==> config.mk <==
export PLATFORM = sky130hd
export DESIGN_NAME = pesi_injector
export DESIGN_NICKNAME = d
export VERILOG_FILES = /design/src/hdl/pesi_injector.v
export VERILOG_INCLUDE_DIRS = /design/src /design/src/hdl
export SDC_FILE = /design/constraint.sdc
export NUM_CORES = 2
export LEC_CHECK = 0
export BUFFER_PORTS_ARGS = -buffer_cell sky130_fd_sc_hd__clkbuf_2
export CAP_MARGIN = 10
export CORE_ASPECT_RATIO = 0.9
export CORE_MARGIN = 5
export CORE_UTILIZATION = 33
export CTS_BUF_LIST = sky130_fd_sc_hd__clkbuf_4 sky130_fd_sc_hd__clkbuf_8
export CTS_CLUSTER_DIAMETER = 100
export DETAILED_ROUTE_END_ITERATION = 12
export PLACE_DENSITY = 0.5
export SYNTH_ARGS = -nofsm -noshare
export SYNTH_HDL_FRONTEND = slang
export SYNTH_SLANG_ARGS = --single-unit
==> constraint.sdc <==
create_clock -name core_clk -period 4.9 [get_ports core_clk]
set_input_delay 0 -clock core_clk [delete_from_list [all_inputs] [get_ports core_clk]]
set_output_delay 0 -clock core_clk [all_outputs]
set_load 0.02 [all_outputs]
==> src/hdl/pesi_defines.vh <==
// Purpose: constants for the pcs error and skew injector
// Assumes: included by hdl/pesi_injector.v only
// Notes: definitions only
`ifndef PESI_DEFINES_VH
`define PESI_DEFINES_VH
// insertion modes
`define PESI_MODE_OFF 3'h0
`define PESI_MODE_MANUAL 3'h1
`define PESI_MODE_BURST 3'h2
`define PESI_MODE_RATE 3'h3
`define PESI_MODE_ALT 3'h4
`define PESI_MODE_ALL 3'h5
// error destinations
`define PESI_DST_BLKTYPE 2'h0
`define PESI_DST_SYNCHDR 2'h1
`define PESI_DST_AMARK 2'h2
`define PESI_DST_BIP 2'h3
// block field positions within a 66-bit block
`define PESI_SH_LSB 0
`define PESI_BT_LSB 2
`define PESI_BIP_LSB 34
// corruption values
`define PESI_BAD_SH 2'h3
`define PESI_BAD_BT 8'h00
`define PESI_AM_FLIP 8'hFF
// frequency deviation accumulator
`define PESI_PHASE_W 24
`define PESI_PHASE_NOM 24'h400000
`endif

==> src/hdl/pesi_injector.v <==
// Contract
// - mode off adds no pcs errors; wan errors follow wan_err_mode and port_is_wan10g, not ins_mode
// - manual trigger inserts exactly configured error count
// - burst inserts configured count then stops
// - rate mode inserts continuously at configured rate
// - alternate repeats insertion once per frame interval
// - all mode corrupts every transmitted frame
// - pcs errors only on masked lanes
// - invalid block type uses undefined type value
// - invalid sync header uses undefined pattern
// - invalid marker departs from standard marker
// - bip error corrupts marker parity field
// - skew delays selected lanes by bit count
// - skew zero keeps all lanes aligned
// - 100g lane type selects skew mask grouping
// - wan insertion only in 10g wan mode
// - alarms stay asserted while enabled: pcs alarm outside mode off, wan alarm only on a 10g wan port
// - wan manual count from wan burst length
// - signed deviation raises or lowers tx rate
//
// Purpose: transmit-side pcs error, skew, wan and frequency impairment injector
// Assumes: one 66-bit block per lane per blk_valid cycle; single clock
// Notes: all outputs registered; skew shift applies up to MAX_SKEW bits, larger skew_bits give no shift
`timescale 1ns/1ns
`include "pesi_defines.vh"
module pesi_injector #(
  parameter LANES = 4,
  parameter BLK_W = 66,
  parameter CNT_W = 16,
  parameter MAX_SKEW = 64,
  parameter SKEW_W = 7
) (
  // clock and reset
  input wire core_clk,
  input wire resetn,
  // transmit block stream
  input wire blk_valid,
  input wire [LANES*BLK_W-1:0] blk_data,
  input wire [LANES-1:0] blk_is_am,
  input wire frame_end,
  output reg out_valid_r,
  output reg [LANES*BLK_W-1:0] out_data_r,
  // pcs error control
  input wire err_alarm_sel,
  input wire [1:0] err_dest,
  input wire [2:0] ins_mode,
  input wire [CNT_W-1:0] burst_len,
  input wire [CNT_W-1:0] rate_period,
  input wire [CNT_W-1:0] alt_frames,
  input wire err_trigger,
  input wire [LANES-1:0] err_lane_mask,
  // skew control
  input wire [SKEW_W-1:0] skew_bits,
  input wire [LANES-1:0] skew_lane_mask,
  input wire port_is_100g,
  input wire lane_type_phys,
  // wan control
  input wire port_is_wan10g,
  input wire wan_alarm_en,
  input wire wan_err_mode,
  input wire [CNT_W-1:0] wan_burst_len,
  input wire wan_trigger,
  output reg wan_alarm_r,
  output reg wan_err_r,
  // frequency deviation
  input wire [15:0] tx_deviation,
  output reg tx_rate_tick_r,
  // status
  output reg err_active_r
);
  // ****************************************
  // mode latch and counters
  // ****************************************
  reg [2:0] mode_r;
  reg [CNT_W-1:0] remain_r;
  reg [CNT_W-1:0] period_r;
  reg [CNT_W-1:0] wan_remain_r;
  reg ins_now;
  reg [CNT_W-1:0] remain_nxt;
  reg [CNT_W-1:0] period_nxt;

  always @* begin
    ins_now = 1'b0;
    remain_nxt = remain_r;
    period_nxt = period_r;
    case (mode_r)
      `PESI_MODE_OFF: begin
        remain_nxt = {CNT_W{1'b0}};
      end
      `PESI_MODE_MANUAL, `PESI_MODE_BURST: begin
        ins_now = (remain_r != {CNT_W{1'b0}});
        if (ins_now) begin
          remain_nxt = remain_r - 1'b1;
        end
      end
      `PESI_MODE_RATE: begin
        ins_now = (remain_r != {CNT_W{1'b0}});
        if (ins_now) begin
          remain_nxt = remain_r - 1'b1;
        end
        if (period_r >= rate_period) begin
          period_nxt = {CNT_W{1'b0}};
          remain_nxt = burst_len;
        end else begin
          period_nxt = period_r + 1'b1;
        end
      end
      `PESI_MODE_ALT: begin
        ins_now = (remain_r != {CNT_W{1'b0}});
        if (ins_now) begin
          remain_nxt = remain_r - 1'b1;
        end
      end
      `PESI_MODE_ALL: begin
        ins_now = 1'b1;
      end
      default: begin
        ins_now = 1'b0;
      end
    endcase
  end

  always @(posedge core_clk) begin
    if (!resetn) begin
      mode_r <= `PESI_MODE_OFF;
      remain_r <= {CNT_W{1'b0}};
      period_r <= {CNT_W{1'b0}};
    end else begin
      if (blk_valid) begin
        remain_r <= remain_nxt;
        period_r <= period_nxt;
        if (mode_r != ins_mode) begin
          // new mode at block boundary, counters restart clean
          mode_r <= ins_mode;
          remain_r <= (ins_mode == `PESI_MODE_BURST) ? burst_len : {CNT_W{1'b0}};
          period_r <= {CNT_W{1'b0}};
        end else if (mode_r == `PESI_MODE_ALT && frame_end) begin
          if (period_r + 1'b1 >= alt_frames) begin
            period_r <= {CNT_W{1'b0}};
            remain_r <= burst_len;
          end else begin
            period_r <= period_r + 1'b1;
          end
        end
      end
      // trigger honoured only in manual mode and when idle
      if (err_trigger && mode_r == `PESI_MODE_MANUAL && ins_mode == `PESI_MODE_MANUAL
          && remain_r == {CNT_W{1'b0}}) begin
        remain_r <= burst_len;
      end
    end
  end

  // ****************************************
  // pcs corruption per lane
  // ****************************************
  // lane type on 100g swaps skew mask to the other grouping order
  wire use_rev = port_is_100g & lane_type_phys;
  wire [LANES*BLK_W-1:0] corr_data;
  wire [LANES*BLK_W-1:0] skew_data;
  wire [LANES-1:0] err_mask_eff;
  wire [LANES-1:0] skew_mask_eff;

  genvar g;
  generate
    for (g = 0; g < LANES; g = g + 1) begin : g_lane
      wire [BLK_W-1:0] din = blk_data[g*BLK_W +: BLK_W];
      reg [BLK_W-1:0] dout;
      reg [MAX_SKEW-1:0] hist_r;
      assign err_mask_eff[g] = err_lane_mask[g];
      assign skew_mask_eff[g] = use_rev ? skew_lane_mask[LANES-1-g] : skew_lane_mask[g];
      always @* begin
        dout = din;
        if (ins_now && !err_alarm_sel && err_mask_eff[g]) begin
          case (err_dest)
            `PESI_DST_BLKTYPE: dout[`PESI_BT_LSB +: 8] = `PESI_BAD_BT;
            `PESI_DST_SYNCHDR: dout[`PESI_SH_LSB +: 2] = `PESI_BAD_SH;
            `PESI_DST_AMARK: if (blk_is_am[g]) dout[`PESI_BT_LSB +: 8] = din[`PESI_BT_LSB +: 8] ^ `PESI_AM_FLIP;
            `PESI_DST_BIP: if (blk_is_am[g]) dout[`PESI_BIP_LSB +: 8] = ~din[`PESI_BIP_LSB +: 8];
            default: dout = din;
          endcase
        end
        if (err_alarm_sel && mode_r != `PESI_MODE_OFF && err_mask_eff[g]) begin
          // alarm: held invalid sync header while enabled
          dout[`PESI_SH_LSB +: 2] = `PESI_BAD_SH;
        end
      end
      assign corr_data[g*BLK_W +: BLK_W] = dout;
      // bit history of the lane, latest bits at the top
      always @(posedge core_clk) begin
        if (!resetn) begin
          hist_r <= {MAX_SKEW{1'b0}};
        end else if (blk_valid) begin
          hist_r <= dout[BLK_W-1 -: MAX_SKEW];
        end
      end
      // delay by skew_bits: shift history bits into the block
      wire [BLK_W+MAX_SKEW-1:0] cat = {dout, hist_r};
      wire [SKEW_W-1:0] sh = (skew_mask_eff[g] && skew_bits <= MAX_SKEW) ? skew_bits : {SKEW_W{1'b0}};
      assign skew_data[g*BLK_W +: BLK_W] = cat[MAX_SKEW - sh +: BLK_W];
    end
  endgenerate

  // ****************************************
  // wan alarm and error insertion
  // ****************************************
  always @(posedge core_clk) begin
    if (!resetn) begin
      wan_remain_r <= {CNT_W{1'b0}};
      wan_err_r <= 1'b0;
      wan_alarm_r <= 1'b0;
    end else begin
      wan_alarm_r <= port_is_wan10g & wan_alarm_en;
      wan_err_r <= 1'b0;
      if (!port_is_wan10g || !wan_err_mode) begin
        wan_remain_r <= {CNT_W{1'b0}};
      end else if (wan_trigger && wan_remain_r == {CNT_W{1'b0}}) begin
        wan_remain_r <= wan_burst_len;
      end else if (blk_valid && wan_remain_r != {CNT_W{1'b0}}) begin
        wan_remain_r <= wan_remain_r - 1'b1;
        wan_err_r <= 1'b1;
      end
    end
  end

  // ****************************************
  // output stage and rate generator
  // ****************************************
  reg [`PESI_PHASE_W-1:0] phase_r;
  // sign-extended deviation added to nominal increment
  wire [`PESI_PHASE_W-1:0] phase_inc = `PESI_PHASE_NOM + {{(`PESI_PHASE_W-16){tx_deviation[15]}}, tx_deviation};
  wire [`PESI_PHASE_W:0] phase_sum = {1'b0, phase_r} + {1'b0, phase_inc};

  always @(posedge core_clk) begin
    if (!resetn) begin
      out_valid_r <= 1'b0;
      out_data_r <= {LANES*BLK_W{1'b0}};
      err_active_r <= 1'b0;
      phase_r <= {`PESI_PHASE_W{1'b0}};
      tx_rate_tick_r <= 1'b0;
    end else begin
      out_valid_r <= blk_valid;
      if (blk_valid) begin
        out_data_r <= skew_data;
      end
      err_active_r <= blk_valid & ins_now & ~err_alarm_sel;
      phase_r <= phase_sum[`PESI_PHASE_W-1:0];
      tx_rate_tick_r <= phase_sum[`PESI_PHASE_W];
    end
  end
endmodule // pesi_injector

==> out/metrics.cfg <==
[synthesis]
synth_common_cells = nand2_1, mux2i_1, nor2_1
synth_ff_type = dfxtp_1
async_flop_share = 0
ys_types = 106
synth.avg_cell_area_um2 = 8.11
syn_nets = 8035
synth.most_common_cell = nand2_1
syn_area_um2 = 61600
synth_top_area_cell = dfxtp_1
synth_top_area_share = 0.195
synth-seq-cells = 600
yosysSeqAreaShare = 0.195
synth_edf_count = 0
yosysWarnings = 0
synthCells = 7590
synthTopCellsByArea = dfxtp_1, mux4_2, mux2i_1, nand2_1, nor2_1

[pwr]
power_density_nw_per_um2 = 302
cellLeakagePower_nw = 32.7
p_total_mw = 23.7
vdd_drop_max_mv = 0.301

[timing]
layout_min_cycle_time_ns = 4.66
holdWs_ns = 0.0668
relSlewSlack = 0.118
report.final.slew_viol_count = 0
fmax_mhz = 214
rsz0062_at_grt = false
hold_viol = 0
finalSetupTns_ns = 0
skew_ns = 0.0551
setup_ws_ns = 0.236
final.period_utilization = 0.952
worst_pin_slew_ns = 1.31
setup_viol = 0

[place]
dp_hpwl_um = 285000
pre_cts_ws_ns = 0.195
io_buffers = 648
routabilityCongestion = 1.02

[status]
status = complete, no violations

[worst_setup_path]
start_kind = flip-flop
crit_slowest_cell = o21ai_0
reg2regPathDepth = 13
cp_cell_sequence = inv_1 > ha_1 > nor4b_2 > and4b_1 > buf_4 > o21ai_1 > a21oi_1 > o31ai_1 > o21ai_0 > o21ai_0 > mux2_2 > a21oi_1 > a221o_1
crit_required_ns = 5.73
reg2reg_to = out_data_r[239]
end_kind = flip-flop
reg2reg_setup_slack_ns = 0.24
path_delay_family = compound AO/OA/AOI/OAI gates
reg2reg_from = remain_r[0]
worst-setup-path-type = reg -> reg
worst_ep_arrival_time_ns = 5.50
worst-path-buf-inv = 2
slowest_delay_ns = 1.05
crit_fanout = 10

[floorplanning]
start_util = 0.332
rows = 150
dieArea_um2 = 195000
die_y_um = 420
core_area_um2 = 186000
ios = 649
die_x_um = 465

[grt]
track_usage = 0.362
antenna_found_initial = 45
grt_overflow_total = 0
grt_pass1_vias = 67400
grt_pass1_wl_um = 519000
grt_max_degree = 155

[min_path]
min_path_type = in -> reg
hold_depth = 5
min_from = blk_data[237]
holdPathEnd = g_lane[3].hist_r[37]

[clock_tree]
cts_max_level = 4
clock-root-buffer = clkbuf_8
cts_tree = yes
numClockSinks = 600
cts_buffer_depth = 3
clk_latency_ns = 0.97
path_clk_slew_ns = 0.06
cts_buffers = 132

[detailed_routing]
first_pass_iters = 6
vias = 71500
wl_per_cell_um = 32.8
drt-initial-drc-count = 8461
drc = 0
vias_per_cell = 6.32
antenna_left = 0
wl_um = 371000

[cells_and_area]
syn_to_final_growth_pct = 27.8
nNetsFinal = 9197
drive_above_1_share = 0.212
final_util = 0.424

[run]
max-cap-violations = 0

==> where the power goes <==
group          switching (mW)  total (mW)  internal [mW]
logic                    7.52        11.8           4.25
registers               0.493        5.87           5.38
clock network            2.74        6.10           3.36
total                    10.8        23.7           13.0
==> cell families (layout without fill, tap and decap cells) <==
group                    Yosys count  count (layout)  share of synthesized area
AO/OA/AOI/OAI                   2199            2199                      0.237
XOR/XNOR                         139             139                     0.0199
adder cells (fa/ha/maj)           65              65                     0.0133
buffers and inverters            793            2050                     0.0538
flip-flops                       600             600                      0.195
multiplexers                    1358            1358                      0.308
other                              0              31                          0
AND/OR/NAND/NOR                 2436            2436                      0.174
==> cells in the final DEF (no fill, tap or decap), types with 79 or more instances in the layout <==
master	instances
mux2i_1	877
clkbuf_2	646
o21ai_0	505
mux4_2	422
dfxtp_1	600
a21oi_1	474
dlygate4sd3_1	728
xnor2_1	79
nor2_1	718
a211oi_1	164
o211ai_1	110
nand2_1	978
nand3_1	200
clkbuf_8	151
buf_4	314
and3_1	117
a31oi_1	171
nor3_1	129
==> worst max path at each step <==
stage          depth (start not counted)         endpoint              start  slack, ns
3_5_place_dp                          19      period_r[5]        period_r[1]       0.20
4_1_cts                               19      period_r[5]        period_r[1]       0.15
6_report                              13  out_data_r[239]        remain_r[0]       0.24
3_3_place_gp                          19      period_r[5]        period_r[1]       0.22
5_1_grt                               19      remain_r[0]        period_r[1]       0.02
2_1_floorplan                         17  out_data_r[229]  skew_lane_mask[3]       0.45
==> through the flow <==
stage               std cells  instance area [um^2]
finish                  11300                 78700
detailed placement      10300                 68600
floorplan                7590                 61600
global route            11300                 78700
CTS                     11300                 78600
global placement        10300                 68600
==> flip-flops by register name, summed over array words and instances, names as in the netlist <==
register	cells
period_r	16
out_data_r	264
mode_r	3
tx_rate_tick_r	1
wan_err_r	1
remain_r	16
err_active_r	1
g_lane.hist_r	256
out_valid_r	1
wan_remain_r	16
phase_r	24
wan_alarm_r	1
==> area by class of cell <==
cell class	count	area (um^2)
diodes	31	77.6
clock buffers	196	2420
clock inverters	33	304
fillers	18800	107000
inverters	83	322
multi-input cells	6197	46700
flip-flops and latches	600	12000
well taps	2432	3040
repair buffers	1738	13900
==> repair_timing <==
item | 4_1_cts | 5_1_grt
endpoints found under the hold margin | 460 | 0
buffers inserted | 0 | 6
hold buffers | 728 | 0
resized for setup | 0 | 6
endpoints found under the setup margin | 0 | 29
==> per-layer routing <==
metal,routed length (um),GRT usage,share of wire
met5,30,0,0.000081
met4,21100,0.174,0.057
met3,29700,0.0572,0.080
met2,161000,0.550,0.43
met1,159000,0.500,0.43
==> worst min-delay path, delay by kind of cell <==
| family | cells | cell delay, ns |
|---|---|---|
| buffers and inverters | 2 | 0.69 |
| XOR/XNOR | 1 | 0.10 |
| AND/OR/NAND/NOR | 1 | 0.05 |
| multiplexers | 1 | 0.13 |
Power figures use the tool's default switching activity.
